### src/lev_params.svh
`ifndef LEV_PARAMS_SVH
`define LEV_PARAMS_SVH

// ---------------------------------------------------------------
// register offsets
// ---------------------------------------------------------------
`define LEV_A_CFG    6'h02
`define LEV_A_INT    6'h03
`define LEV_A_ENL    6'h04
`define LEV_A_ENM    6'h05
`define LEV_A_ENT    6'h06
`define LEV_A_DIST   6'h07
`define LEV_A_TUNE   6'h08
`define LEV_A_CAL    6'h3d
`define LEV_CAL_CODE 8'h96

// ---------------------------------------------------------------
// field positions and reset values
// ---------------------------------------------------------------
`define LEV_CFG_CLR  6
`define LEV_CFG_MIN  4
`define LEV_INT_DIV  6
`define LEV_INT_MASK 5
`define LEV_TD_ANT   7
`define LEV_TD_SYS   6
`define LEV_TD_TMR   5
`define LEV_SPIKE_REJECT_LEVEL_RST 4'h2
`define LEV_C_LTNG   3'h4
`define LEV_C_DIST   3'h2
`define LEV_C_NONE   3'h0
`define LEV_D_OUT    6'h3f
`define LEV_D_OVER   6'h01
`define LEV_DEPTH    16

// ---------------------------------------------------------------
// timing
// ---------------------------------------------------------------
`define LEV_CLK_HZ   20000000
`define LEV_TMR_HZ   32768
`define LEV_TMR_HALF (`LEV_CLK_HZ / (2 * `LEV_TMR_HZ))
`define LEV_AGE_MIN  17
`define LEV_AGE_SEC  (`LEV_AGE_MIN * 60)
`endif

### src/lev_pkg.sv
package lev_pkg;
  typedef enum logic {LEV_LISTEN, LEV_VALIDATE} lev_mode_t;
  typedef enum logic [1:0] {LEV_CLR_IDLE, LEV_CLR_HIGH, LEV_CLR_LOW} lev_clr_t;
endpackage

### src/lev_store_if.sv
`timescale 1ns/1ps
interface lev_store_if;
  logic        push;
  logic [20:0] energy;
  logic        clear;
  logic        sec_tick;
  logic [5:0]  weight;
  logic [4:0]  count;
  logic        purge;
  modport ctrl  (output push, energy, clear, sec_tick, input weight, count, purge);
  modport store (input push, energy, clear, sec_tick, output weight, count, purge);
endinterface

### src/lev_freq_div.sv
`timescale 1ns/1ps
`include "lev_params.svh"
module lev_freq_div
  import lev_pkg::*;
(
  input  wire logic       ref_clk,
  input  wire logic       rst,
  input  wire logic       ant_edge,
  input  wire logic [1:0] ratio_sel,
  output logic            div_out
);
  logic [6:0] cnt_reg;
  logic [6:0] half;
  logic       div_reg;

  // half period in antenna cycles: 8, 16, 32 or 64
  assign half    = 7'h08 << ratio_sel;
  assign div_out = div_reg;

  // ---------------------------------------------------------------
  // divider, advanced only on resonance edges
  // ---------------------------------------------------------------
  always_ff @(posedge ref_clk) begin
    if (rst) begin
      cnt_reg <= 7'h00;
      div_reg <= 1'b0;
    end else if (ant_edge) begin
      if (cnt_reg >= half - 7'h01) begin
        cnt_reg <= 7'h00;
        div_reg <= ~div_reg;
      end else begin
        cnt_reg <= cnt_reg + 7'h01;
      end
    end
  end

  a_div_on_edge: assert property (@(posedge ref_clk) disable iff (rst)
    $changed(div_reg) |-> $past(ant_edge) && $past(cnt_reg) >= $past(half) - 7'h01)
    else $error("divider toggled without full count");
endmodule

### src/lev_event_store.sv
`timescale 1ns/1ps
`include "lev_params.svh"
module lev_event_store
  import lev_pkg::*;
(
  input  wire logic ref_clk,
  input  wire logic rst,
  lev_store_if.store st
);
  logic [20:0] energy_mem [`LEV_DEPTH];
  logic [11:0] stamp_mem [`LEV_DEPTH];
  logic [15:0] vld_reg;
  logic [3:0]  wr_ptr_reg;
  logic [3:0]  scan_reg;
  logic [11:0] now_reg;
  logic        purge_reg;
  logic        hit;
  logic [11:0] age;

  // ---------------------------------------------------------------
  // seconds clock and event memory
  // ---------------------------------------------------------------
  always_ff @(posedge ref_clk) begin
    if (rst) now_reg <= 12'h000;
    else if (st.sec_tick) now_reg <= now_reg + 12'h001;
  end

  // wrap of the 12-bit stamp is safe: entries die long before it
  always_ff @(posedge ref_clk) begin
    if (st.push) begin
      energy_mem[wr_ptr_reg] <= st.energy;
      stamp_mem[wr_ptr_reg]  <= now_reg;
    end
  end

  assign age = now_reg - stamp_mem[scan_reg];
  assign hit = vld_reg[scan_reg] && age >= 12'(`LEV_AGE_SEC);

  // ---------------------------------------------------------------
  // valid bits: one entry checked for age each cycle
  // ---------------------------------------------------------------
  always_ff @(posedge ref_clk) begin
    if (rst || st.clear) begin
      vld_reg    <= 16'h0000;
      wr_ptr_reg <= 4'h0;
      purge_reg  <= 1'b0;
    end else begin
      purge_reg <= hit && !(st.push && wr_ptr_reg == scan_reg);
      if (hit) vld_reg[scan_reg] <= 1'b0;
      if (st.push) begin
        vld_reg[wr_ptr_reg] <= 1'b1;
        wr_ptr_reg          <= wr_ptr_reg + 4'h1;
      end
    end
  end

  always_ff @(posedge ref_clk) begin
    if (rst) scan_reg <= 4'h0;
    else scan_reg <= scan_reg + 4'h1;
  end

  // count of live events, strong ones weigh double
  always_comb begin
    st.count  = 5'h00;
    st.weight = 6'h00;
    for (int i = 0; i < `LEV_DEPTH; i++) begin
      st.count  = st.count + 5'(vld_reg[i]);
      st.weight = st.weight + 6'(vld_reg[i]) + 6'(vld_reg[i] & energy_mem[i][20]);
    end
  end
  assign st.purge = purge_reg;

  a_clear_all: assert property (@(posedge ref_clk) disable iff (rst)
    st.clear |=> st.count == 5'h00)
    else $error("statistics not erased");
endmodule

### src/lev_event_logic.sv
`timescale 1ns/1ps
`include "lev_params.svh"
module lev_event_logic
  import lev_pkg::*;
#(
  parameter int SEC_CYC = `LEV_CLK_HZ
)
(
  input  wire logic        ref_clk,
  input  wire logic        rst,
  input  wire logic [5:0]  reg_addr,
  input  wire logic [7:0]  reg_wdata,
  input  wire logic        reg_wr,
  input  wire logic        reg_rd,
  output logic      [7:0]  reg_rdata,
  input  wire logic        sig_trigger,
  input  wire logic        val_done,
  input  wire logic [3:0]  val_score,
  input  wire logic [20:0] val_energy,
  input  wire logic        noise_high_pin,
  input  wire logic        antenna_pin,
  output logic             irq_pin,
  output logic      [3:0]  tune_caps,
  output logic             listening,
  output logic             osc_calibrate,
  output logic             calib_valid
);
  // ---------------------------------------------------------------
  // distance step table, indexed by weighted event count
  // ---------------------------------------------------------------
  function automatic logic [5:0] dist_lut(input logic [5:0] idx);
    case (idx)
      6'h00:   dist_lut = `LEV_D_OUT;
      6'h01:   dist_lut = 6'h28;
      6'h02:   dist_lut = 6'h25;
      6'h03:   dist_lut = 6'h22;
      6'h04:   dist_lut = 6'h1f;
      6'h05:   dist_lut = 6'h1b;
      6'h06:   dist_lut = 6'h18;
      6'h07:   dist_lut = 6'h14;
      6'h08:   dist_lut = 6'h11;
      6'h09:   dist_lut = 6'h0e;
      6'h0a:   dist_lut = 6'h0c;
      6'h0b:   dist_lut = 6'h0a;
      6'h0c:   dist_lut = 6'h08;
      6'h0d:   dist_lut = 6'h06;
      6'h0e:   dist_lut = 6'h05;
      default: dist_lut = `LEV_D_OVER;
    endcase
  endfunction

  // minimum lightning count per selection
  function automatic logic [4:0] min_count(input logic [1:0] sel);
    case (sel)
      2'b00:   min_count = 5'h01;
      2'b01:   min_count = 5'h05;
      2'b10:   min_count = 5'h09;
      default: min_count = 5'h10;
    endcase
  endfunction

  lev_store_if st ();

  logic [7:0]  cfg_reg;
  logic [2:0]  ictl_reg;
  logic [7:0]  td_reg;
  logic [2:0]  cause_reg;
  logic [20:0] energy_reg;
  logic [5:0]  dist_reg;
  logic        irq_level_reg;
  logic        irq_pin_reg;
  logic [7:0]  rdata_reg;
  logic        listen_reg;
  logic        cal_pulse_reg;
  logic        cal_valid_reg;
  lev_mode_t   mode_reg;
  lev_clr_t    clr_reg;
  logic [2:0]  noise_sync_reg;
  logic        noise_reg;
  logic [2:0]  ant_sync_reg;
  logic        ant_reg;
  logic        ant_edge;
  logic        ant_div;
  logic [8:0]  tmr_cnt_reg;
  logic        tmr_clk_reg;
  logic        sys_clk_reg;
  logic [24:0] sec_cnt_reg;
  logic        sec_tick_reg;
  logic        clr_pulse_reg;
  logic        ltng_evt;
  logic        dist_evt;
  logic        noise_rise;
  logic        purge_chg;
  logic        ltng_ok;
  logic        irq_set;
  logic [2:0]  cause_next;
  logic [4:0]  cnt_after;
  logic [5:0]  dist_next;
  logic        wr_cfg;
  logic        rd_int;

  assign wr_cfg = reg_wr && reg_addr == `LEV_A_CFG;
  assign rd_int = reg_rd && reg_addr == `LEV_A_INT;

  // ---------------------------------------------------------------
  // pin synchronisers: a change counts once stages two and three agree
  // ---------------------------------------------------------------
  always_ff @(posedge ref_clk) begin
    if (rst) begin
      noise_sync_reg <= 3'h0;
      noise_reg      <= 1'b0;
      ant_sync_reg   <= 3'h0;
      ant_reg        <= 1'b0;
    end else begin
      noise_sync_reg <= {noise_sync_reg[1:0], noise_high_pin};
      ant_sync_reg   <= {ant_sync_reg[1:0], antenna_pin};
      if (noise_sync_reg[1] == noise_sync_reg[2]) noise_reg <= noise_sync_reg[2];
      if (ant_sync_reg[1] == ant_sync_reg[2]) ant_reg <= ant_sync_reg[2];
    end
  end

  assign noise_rise = (noise_sync_reg[1] == noise_sync_reg[2]) && noise_sync_reg[2] && !noise_reg;
  assign ant_edge   = (ant_sync_reg[1] == ant_sync_reg[2]) && ant_sync_reg[2] && !ant_reg;

  // ---------------------------------------------------------------
  // time base: seconds for ageing, timer oscillator image
  // ---------------------------------------------------------------
  always_ff @(posedge ref_clk) begin
    if (rst) begin
      sec_cnt_reg  <= 25'h0;
      sec_tick_reg <= 1'b0;
    end else begin
      sec_tick_reg <= sec_cnt_reg == 25'(SEC_CYC - 1);
      if (sec_cnt_reg == 25'(SEC_CYC - 1)) sec_cnt_reg <= 25'h0;
      else sec_cnt_reg <= sec_cnt_reg + 25'h1;
    end
  end

  // timer oscillator rebuilt by division, so its image is only near 32.768 kHz
  always_ff @(posedge ref_clk) begin
    if (rst) begin
      tmr_cnt_reg <= 9'h000;
      tmr_clk_reg <= 1'b0;
      sys_clk_reg <= 1'b0;
    end else begin
      sys_clk_reg <= ~sys_clk_reg;
      if (tmr_cnt_reg == 9'(`LEV_TMR_HALF - 1)) begin
        tmr_cnt_reg <= 9'h000;
        tmr_clk_reg <= ~tmr_clk_reg;
      end else begin
        tmr_cnt_reg <= tmr_cnt_reg + 9'h001;
      end
    end
  end

  // ---------------------------------------------------------------
  // register writes
  // ---------------------------------------------------------------
  always_ff @(posedge ref_clk) begin
    if (rst) begin
      cfg_reg  <= {4'h0, `LEV_SPIKE_REJECT_LEVEL_RST};
      ictl_reg <= 3'h0;
      td_reg   <= 8'h00;
    end else if (reg_wr) begin
      if (reg_addr == `LEV_A_CFG) cfg_reg <= {1'b0, reg_wdata[6:0]};
      else if (reg_addr == `LEV_A_INT) ictl_reg <= reg_wdata[7:5];
      else if (reg_addr == `LEV_A_TUNE) td_reg <= {reg_wdata[7:5], 1'b0, reg_wdata[3:0]};
    end
  end

  // calibration result lives in flops only and is lost on reset
  always_ff @(posedge ref_clk) begin
    if (rst) begin
      cal_pulse_reg <= 1'b0;
      cal_valid_reg <= 1'b0;
    end else begin
      cal_pulse_reg <= reg_wr && reg_addr == `LEV_A_CAL && reg_wdata == `LEV_CAL_CODE;
      if (cal_pulse_reg) cal_valid_reg <= 1'b1;
    end
  end

  // ---------------------------------------------------------------
  // statistics clear: bit must go high, low, high
  // ---------------------------------------------------------------
  always_ff @(posedge ref_clk) begin
    if (rst) begin
      clr_reg       <= LEV_CLR_IDLE;
      clr_pulse_reg <= 1'b0;
    end else begin
      clr_pulse_reg <= 1'b0;
      if (wr_cfg) begin
        case (clr_reg)
          LEV_CLR_IDLE: if (reg_wdata[`LEV_CFG_CLR]) clr_reg <= LEV_CLR_HIGH;
          LEV_CLR_HIGH: if (!reg_wdata[`LEV_CFG_CLR]) clr_reg <= LEV_CLR_LOW;
          LEV_CLR_LOW: begin
            if (reg_wdata[`LEV_CFG_CLR]) begin
              clr_reg       <= LEV_CLR_HIGH;
              clr_pulse_reg <= 1'b1;
            end
          end
          default: clr_reg <= LEV_CLR_IDLE;
        endcase
      end
    end
  end

  // ---------------------------------------------------------------
  // listening / validating mode
  // ---------------------------------------------------------------
  always_ff @(posedge ref_clk) begin
    if (rst) begin
      mode_reg   <= LEV_LISTEN;
      listen_reg <= 1'b1;
    end else begin
      case (mode_reg)
        LEV_LISTEN: begin
          if (sig_trigger) begin
            mode_reg   <= LEV_VALIDATE;
            listen_reg <= 1'b0;
          end
        end
        LEV_VALIDATE: begin
          if (val_done) begin
            mode_reg   <= LEV_LISTEN;
            listen_reg <= 1'b1;
          end
        end
        default: mode_reg <= LEV_LISTEN;
      endcase
    end
  end

  // a stricter spike level demands a better shape score
  assign ltng_evt = mode_reg == LEV_VALIDATE && val_done && val_score > cfg_reg[3:0];
  assign dist_evt = mode_reg == LEV_VALIDATE && val_done && val_score <= cfg_reg[3:0];

  // ---------------------------------------------------------------
  // event statistics
  // ---------------------------------------------------------------
  assign st.push     = ltng_evt;
  assign st.energy   = val_energy;
  assign st.clear    = clr_pulse_reg;
  assign st.sec_tick = sec_tick_reg;

  lev_event_store u_store (
    .ref_clk (ref_clk),
    .rst     (rst),
    .st      (st.store)
  );

  assign cnt_after = (st.count == 5'h10) ? 5'h10 : st.count + 5'h01;
  assign ltng_ok   = cnt_after >= min_count(cfg_reg[5:4]);
  assign dist_next = dist_lut((st.weight > 6'h0f) ? 6'h0f : st.weight);
  assign purge_chg = st.purge && dist_next != dist_reg;

  always_ff @(posedge ref_clk) begin
    if (rst) begin
      dist_reg   <= `LEV_D_OUT;
      energy_reg <= 21'h0;
    end else begin
      dist_reg <= dist_next;
      if (ltng_evt) energy_reg <= val_energy;
    end
  end

  // ---------------------------------------------------------------
  // interrupt cause and level
  // ---------------------------------------------------------------
  always_comb begin
    irq_set    = 1'b1;
    cause_next = cause_reg;
    if (ltng_evt && ltng_ok) begin
      cause_next = `LEV_C_LTNG;
    end else if (dist_evt && !ictl_reg[0]) begin
      cause_next = `LEV_C_DIST;
    end else if (noise_rise) begin
      cause_next = `LEV_C_NONE;
    end else if (purge_chg) begin
      cause_next = `LEV_C_NONE;
    end else begin
      irq_set = 1'b0;
    end
  end

  // a new event wins over an acknowledge in the same cycle
  always_ff @(posedge ref_clk) begin
    if (rst) begin
      cause_reg     <= `LEV_C_NONE;
      irq_level_reg <= 1'b0;
    end else begin
      cause_reg <= cause_next;
      if (irq_set) irq_level_reg <= 1'b1;
      else if (rd_int) irq_level_reg <= 1'b0;
    end
  end

  // ---------------------------------------------------------------
  // pin: display clocks take precedence over interrupt level
  // ---------------------------------------------------------------
  lev_freq_div u_div (
    .ref_clk   (ref_clk),
    .rst       (rst),
    .ant_edge  (ant_edge),
    .ratio_sel (ictl_reg[2:1]),
    .div_out   (ant_div)
  );

  always_ff @(posedge ref_clk) begin
    if (rst) irq_pin_reg <= 1'b0;
    else if (td_reg[`LEV_TD_ANT]) irq_pin_reg <= ant_div;
    else if (td_reg[`LEV_TD_SYS]) irq_pin_reg <= sys_clk_reg;
    else if (td_reg[`LEV_TD_TMR]) irq_pin_reg <= tmr_clk_reg;
    else irq_pin_reg <= irq_level_reg;
  end

  // ---------------------------------------------------------------
  // register reads, one cycle latency
  // ---------------------------------------------------------------
  always_ff @(posedge ref_clk) begin
    if (rst) rdata_reg <= 8'h00;
    else if (reg_rd) begin
      if (reg_addr == `LEV_A_CFG) rdata_reg <= cfg_reg;
      else if (reg_addr == `LEV_A_INT) rdata_reg <= {ictl_reg, 1'b0, cause_reg, noise_reg};
      else if (reg_addr == `LEV_A_ENL) rdata_reg <= energy_reg[7:0];
      else if (reg_addr == `LEV_A_ENM) rdata_reg <= energy_reg[15:8];
      else if (reg_addr == `LEV_A_ENT) rdata_reg <= {3'h0, energy_reg[20:16]};
      else if (reg_addr == `LEV_A_DIST) rdata_reg <= {2'h0, dist_reg};
      else if (reg_addr == `LEV_A_TUNE) rdata_reg <= td_reg;
      else rdata_reg <= 8'h00;
    end
  end

  assign reg_rdata     = rdata_reg;
  assign irq_pin       = irq_pin_reg;
  assign tune_caps     = td_reg[3:0];
  assign listening     = listen_reg;
  assign osc_calibrate = cal_pulse_reg;
  assign calib_valid   = cal_valid_reg;

  // ---------------------------------------------------------------
  // checks
  // ---------------------------------------------------------------
  a_listen_return: assert property (@(posedge ref_clk) disable iff (rst)
    (mode_reg == LEV_VALIDATE && val_done) |=> listen_reg ##1 listen_reg || mode_reg != LEV_LISTEN)
    else $error("no return to listening");

  a_energy_latch: assert property (@(posedge ref_clk) disable iff (rst)
    ltng_evt |=> energy_reg == $past(val_energy))
    else $error("energy not captured");

  a_ltng_cause: assert property (@(posedge ref_clk) disable iff (rst)
    (ltng_evt && ltng_ok) |=> cause_reg == `LEV_C_LTNG && irq_level_reg)
    else $error("lightning cause missing");

  a_noise_raise: assert property (@(posedge ref_clk) disable iff (rst)
    noise_rise |=> irq_level_reg && noise_reg)
    else $error("noise did not raise interrupt");

  a_disturber_mask: assert property (@(posedge ref_clk) disable iff (rst)
    (dist_evt && ictl_reg[0] && !noise_rise && !purge_chg) |=> !$rose(irq_level_reg))
    else $error("masked disturber raised interrupt");

  a_read_ack: assert property (@(posedge ref_clk) disable iff (rst)
    (rd_int && !irq_set) |=> !irq_level_reg)
    else $error("cause read did not drop interrupt");

  a_min_count: assert property (@(posedge ref_clk) disable iff (rst)
    (ltng_evt && !ltng_ok && !noise_rise && !purge_chg) |=> !$rose(irq_level_reg))
    else $error("lightning irq below minimum count");

  a_pin_follow: assert property (@(posedge ref_clk) disable iff (rst)
    (td_reg[7:5] == 3'h0) |=> irq_pin_reg == $past(irq_level_reg))
    else $error("pin not following interrupt level");
endmodule

### config.mk
export PLATFORM = sky130hd
export DESIGN_NAME = lev_event_logic
export DESIGN_NICKNAME = d
export VERILOG_FILES = /design/src/lev_pkg.sv /design/src/lev_store_if.sv /design/src/lev_freq_div.sv /design/src/lev_event_store.sv /design/src/lev_event_logic.sv
export VERILOG_INCLUDE_DIRS = /design/src /design/src/src
export SDC_FILE = /design/constraint.sdc
export NUM_CORES = 1
export LEC_CHECK = 0
export BUFFER_PORTS_ARGS = -buffer_cell sky130_fd_sc_hd__buf_4
export CORE_MARGIN = 10
export CORE_UTILIZATION = 30
export CTS_BUF_LIST = sky130_fd_sc_hd__clkbuf_16
export DETAILED_ROUTE_END_ITERATION = 6
export SLEW_MARGIN = 40
export SYNTH_ARGS = -nofsm -noshare
export SYNTH_HDL_FRONTEND = slang
export SYNTH_SLANG_ARGS = --single-unit
### constraint.sdc
create_clock -name ref_clk -period 6.4 [get_ports ref_clk]
set_input_delay 0.32 -clock ref_clk [delete_from_list [all_inputs] [get_ports ref_clk]]
set_output_delay 0.32 -clock ref_clk [all_outputs]
set_load 0.03 [all_outputs]
# After elaboration in Yosys (flattened, before gate mapping)
# Memories as Yosys holds them, arrays and structs flattened. A register that Yosys moved wholly into a read port is not among the register bits.
# Cells that the tools add are included.
[classes]
addsub = 55
mul = 0
div = 0
magnitude_cmp = 10
n_eq_ne = 24
shifts = 1
n_mux = 47
n_bitwise = 27
reduce_logical = 41
[ops]
columns = ["op", "count"]
rows = [
  ["6-bit by 1-bit adder with 6-bit output", 15],
  ["6-bit adder", 15],
  ["5-bit by 1-bit adder with 5-bit output", 14],
  ["8-bit two-way mux", 7],
  ["16-bit two-way mux", 3],
  ["25-bit by 1-bit adder with 25-bit output (second input constant)", 1],
  ["25-bit equality test (second input constant)", 1],
  ["6-bit by 3-bit equality test with 1-bit output (second input constant)", 4],
  ["1-bit logical AND", 19],
  ["1-bit two-way mux", 19],
  ["1-bit AND", 16],
  ["16-bit AND", 1],
  ["16-bit inverter", 1],
  ["16-bit OR", 1],
  ["5-bit one-hot mux with 3 select lines", 1],
  ["12-bit by 1-bit adder with 12-bit output (second input constant)", 1],
  ["6-bit by 2-bit equality test with 1-bit output (second input constant)", 2],
  ["12-bit by 10-bit >= comparator with 1-bit output (second input constant)", 1],
  ["3-bit two-way mux", 4],
  ["6-bit two-way mux", 2],
  ["12-bit subtractor", 1],
  ["4-bit by 5-bit < comparator with 1-bit output (second input constant)", 2],
  ["9-bit by 1-bit adder with 9-bit output (second input constant)", 1],
  ["9-bit equality test (second input constant)", 1],
  ["other kinds (44)", 72],
]
[word_totals]
reg_bits = 153
latch_bits = 0
ram_bits = 528
rom_bits = 96
in_bits = 47
out_inout_bits = 16
wordCells = 240
mem_count = 3
[mem_list]
columns = ["memory", "words", "width", "rd", "rd_ports_with_merged_regs", "wr", "line", "source"]
rows = [
  ["u_store.energy_mem", 16, 21, 16, 0, 1, "lev_event_store.sv:10", "logic [20:0] energy_mem [`LEV_DEPTH];"],
  ["u_store.stamp_mem", 16, 12, 1, 1, 1, "lev_event_store.sv:11", "logic [11:0] stamp_mem [`LEV_DEPTH];"],
  ["(name not given)", 16, 6, 1, 0, 0, "lev_event_logic.sv:32", "case (idx)"],
]

# Longest topological paths before layout
# An unclocked memory read counts as a cell.
[logic_depth]
depth_word = 44
depth_mapped = 25
mapped_depth_nobuf = 24

# Cells and area by module
# From an unflattened synthesis, not the netlist that was laid out.
[unflattened]
hier_cells = 1338
area_unflattened_um2 = 16911.2
[by_module_without_submodules]
columns = ["module", "instances", "cells_each", "area_each_um2", "seq_area_each_um2"]
rows = [
  ["lev_event_store", 1, 688, 11229.5, 6986.7],
  ["lev_event_logic", 1, 599, 5231.3, 2162.1],
  ["lev_freq_div", 1, 51, 450.4, 160.2],
]

# Worst setup path before layout
# OpenSTA, ideal clock, no wires.
[synth_path]
path_type = "register -> register"
start = "mem u_store.energy_mem[11][20]"
end = "reg cause_reg[1]"
setup_ns = 0.103
arrival_time_ns = 6.831
required_ns = 6.297
slack_ns = -0.534
path_stages_with_launch = 25
n_path_buf = 0
synth_period_minus_slack_ns = 6.934
path_cell_list = "edfxtp_1 and2_1 fa_1 fa_1 inv_1 fa_1 inv_1 fa_1 fa_1 fa_1 ha_1 inv_1 fa_1 nor2b_2 o21a_1 o31ai_2 and2_1 ha_1 mux2i_1 xor2_1 mux2i_1 a2111o_1 a2111oi_4 a31oi_1 a2111oi_2"
[synth_rtl]
columns = ["item", "line", "source"]
rows = [
  ["start, declared", "lev_event_store.sv:10", ""],
  ["end signal, assigned", "lev_event_logic.sv:288", "cause_reg <= `LEV_C_NONE;"],
  ["end signal, assigned", "lev_event_logic.sv:291", "cause_reg <= cause_next;"],
  ["end, declared", "lev_event_logic.sv:67", "logic [2:0] cause_reg;"],
]

==> results by group <==
Floorplan
  – Std-Cell Rows: 86
  – Die area: 66200 sq um
  – Core Footprint: approximately 55000 sq um
  – Initial core utilization: 0.305
  – Die span in y: 257 um
  – Number of top-level pins: between 60 and 70
  – Die Span X: roughly 260 um

Power and ir drop
  – Areal power density over the cells: around 260 nW/um^2
  – VDD IR-drop max: approximately 0.15 mV
  – Sequential group share of total power: 0.488
  – P_int: just under 4000 uW
  – Net Sw Power: around 1100 uW
  – Total leakage power: 0.00733 uW
  – Switching power as a share of total power: 0.224
  – Clock share of power: 0.448
  – Logic pwr share: 0.064

Global route
  – Combined global-route utilization of all metal layers: 0.120
  – Global-route wire length before repair: about 63000 um
  – Remaining global-route overflow: 0
  – Vias in the first global route: 11095
  – Largest net degree at the start of global routing: 56
  – Antenna violations before repair: 0

Logic synthesis
  – Average size of a mapped cell: approximately 12 sq um
  – Top-area cell type share of the netlist area: 0.370
  – Share of synthesized registers carrying an async set or reset: 0
  – Count of warnings emitted by yosys: 0
  – Top cells by instance count after synthesis: edfxtp_1 (208), dfxtp_1 (153), nor2_1 (131)
  – Largest area contributor in the synthesized netlist: edfxtp_1
  – Syn Inst Count: about 1400
  – Net count after synthesis: 1503
  – Synth Flop Type: edfxtp_1
  – Sequential-to-total area share from yosys stat: 0.551
  – Most frequently used cell type in the post-synthesis netlist: edfxtp_1
  – Number of enable flip-flop cells after synthesis: 208
  – Cell types occupying the most area after synthesis: edfxtp_1 (37%), dfxtp_1 (18%), mux4_2 (8.5%), fa_1 (4.1%), ha_1 (4.1%)
  – Count of distinct cell types in the synthesized netlist: 68
  – FF+latch count, synth: about 360
  – Synthesized area: 16900 sq um

Worst setup path
  – Data arrival time at the worst-slack endpoint: between 6 and 7 ns
  – Startpoint type of the worst setup path: register
  – Cell-by-cell listing of the critical path: and2_4 -> fa_1 -> fa_1 -> inv_1 -> fa_1 -> inv_1 -> fa_1 -> fa_1 -> fa_1 -> ha_2 -> inv_2 -> fa_2 -> nor2b_4 -> o21a_1 -> o32a_1 -> buf_6 -> inv_4 -> ha_4 -> buf_6 -> xor2_1 -> o31a_1 -> a2111oi_4 -> a31oi_1 -> a2111oi_2
  – Element type at the critical path end: register
  – Maximum fanout along the worst path: 3
  – Data required time of the critical path: 6.85 ns
  – Critical Setup Path Class: register to register
  – Slowest stage delay, CP: ~0.53 ns
  – Cell with the largest stage delay on the worst path: fa_1
  – Most used cell along the critical path: fa_1

Timing
  – Worst Slack Setup Final: -0.0572 ns
  – Final Critical Period: between 6 and 7 ns
  – Final Skew: just over 0.02 ns
  – Post-route clock period utilization: 1.01
  – Tightest Pin Transition: 0.816 ns
  – Worst slew margin relative to its limit: 0.456
  – FMAX: about 150 MHz
  – Count of final max-slew check failures: 0
  – Final Setup Violations: 2
  – Total count of hold-check failures in the final report: 0
  – Unrepaired setup endpoints after global routing: true

Clock network
  – CTS tree: built
  – Cts bufs inserted: between 40 and 50
  – CTS H-tree lvls: 2
  – Clock Path Buffers: 3
  – Clk slew on worst S/H paths: approximately 0.060 ns
  – Clock Root Buffer: clkbuf_16
  – Clock sinks: 361
  – Worst-skew pair later-pin latency: 0.56 ns

Finish
  – Nets: between 1500 and 2000
  – Final Core Density: 0.360
  – Layout cell share with drive strength beyond 1: 0.186
  – Final cell count without fillers: roughly 2300
  – Final antenna diode count: 0
  – Area added between synthesis and finish: 18.1%
  – Max reg flops: between 150 and 200

Run
  – Reported max-cap violation count: 0

Route
  – Via count of the routed design: about 11000
  – 1st-pass router iterations: 5
  – Post-detailed-route count of antenna-violating nets: 0
  – Residual DRC count: 0
  – Drt first-iter violations: roughly 900
  – Post-DR wirelength/cell: 17.9 um
  – Drt total wl: just over 40000 um
  – Via density per instance: between 4 and 5

Worst hold path
  – Class of the tightest hold or removal check: primary input to register

Place
  – Cell Count Post-Placement: 2158
  – Placed wire-length estimate: around 26000 um
  – Count of port buffers added during placement: 62
  – Placer Congestion: slightly below 0.9

Status
  – Run status: finished, violations left
  – Violated checks: negative setup slack
power by group through the flow:
stage,combinational [uW],clock (uW),sequential [uW]
after floorplan,224,0,2520
after global placement,309,0,2530
after detailed placement,316,0,2530
after CTS,325,2340,2480
after global routing,356,2430,2490
final,327,2280,2480
kinds of logic (layout without fill, tap and decap cells):
logic type,Yosys count,in the layout,synth area share
adders and majority gates,90,90,0.0822
and+or+nand+nor,433,433,0.123
AOI/OAI and AO/OA,165,165,0.0658
DFF,361,361,0.551
xor gates and xnor gates,72,72,0.0373
muxes,100,100,0.107
buffers and inverters,145,282,0.0335
final timing paths:
path / depth (start not counted) / slack, ns / to / startpoint
setup / recovery: 24 / -0.06 / cause_reg[1] / u_store.energy_mem[8][20]
hold / removal: 3 / 0.03 / energy_reg[5] / val_energy[5]
setup reg to reg: 24 / -0.06 / cause_reg[1] / u_store.energy_mem[8][20]
hold reg to reg: 1 / 0.42 / sys_clk_reg / sys_clk_reg
what timing repair did:
action,CTS,global route
pin swaps,8,7
gates resized for setup,3,7
buffers inserted,3,2
endpoints found under the setup margin,3,3
endpoints found under the hold margin,13,0
hold buffers,13,0
cell type report:
type	count	area, sq um
inverter	89	337
multi-input combinational	860	7100
clock buffer	43	1080
timing repair buffer	118	938
clock inverter	32	246
tap	748	936
sequential	361	9310
fill	5350	35500
critical path, delay by kind of cell, from the launching register on:
family | cells | cell delay [ns]
AO/OA/AOI/OAI | 6 | 1.49
XOR/XNOR | 1 | 0.15
adder cells (fa/ha/maj) | 9 | 3.61
buffers and inverters | 6 | 0.43
flip-flops | 1 | 0.36
AND/OR/NAND/NOR | 2 | 0.31
cell usage in the layout (no fill, tap or decap), types with 8 or more instances in the layout:
cell	count
a21oi_1	61
a311oi_1	19
a31oi_1	8
and2_1	21
and3_1	10
buf_4	102
clkbuf_16	43
dfxtp_1	151
dlygate4sd3_1	13
edfxtp_1	208
fa_1	34
ha_1	52
inv_1	82
inv_2	16
mux2i_1	28
mux4_2	64
nand2_1	109
nand2b_1	10
nand3_1	49
nand4_1	18
nor2_1	131
nor2b_1	25
nor3_1	13
o21ai_0	20
xnor2_1	28
xor2_1	44
routing by layer:
| metal | track usage | part of all wire | up-vias |
|---|---|---|---|
| met4 | 0.0359 | 0.021 | 0 |
| met3 | 0.0211 | 0.051 | 59 |
| li1 | - | - | 5152 |
| met1 | 0.163 | 0.46 | 5420 |
| met2 | 0.192 | 0.47 | 266 |
| met5 | 0 | 0 | - |
metrics by stage:
stage / setup TNS [ns] / hold WS, ns / power, uW / worst slack [ns] / cell area [sq um]
after floorplan: -0.000305 / 0.393 / 2740 / -0.000305 / 16900
after global placement: -0.178 / 0.407 / 2840 / -0.104 / 18400
after detailed placement: -0.464 / 0.411 / 2850 / -0.222 / 18400
after CTS: -0.434 / 0.000846 / 5150 / -0.208 / 19900
after global routing: -0.992 / 0.0233 / 5280 / -0.399 / 19900
final: -0.0617 / 0.0288 / 5090 / -0.0572 / 19900
(Power assumes the default switching activity.)
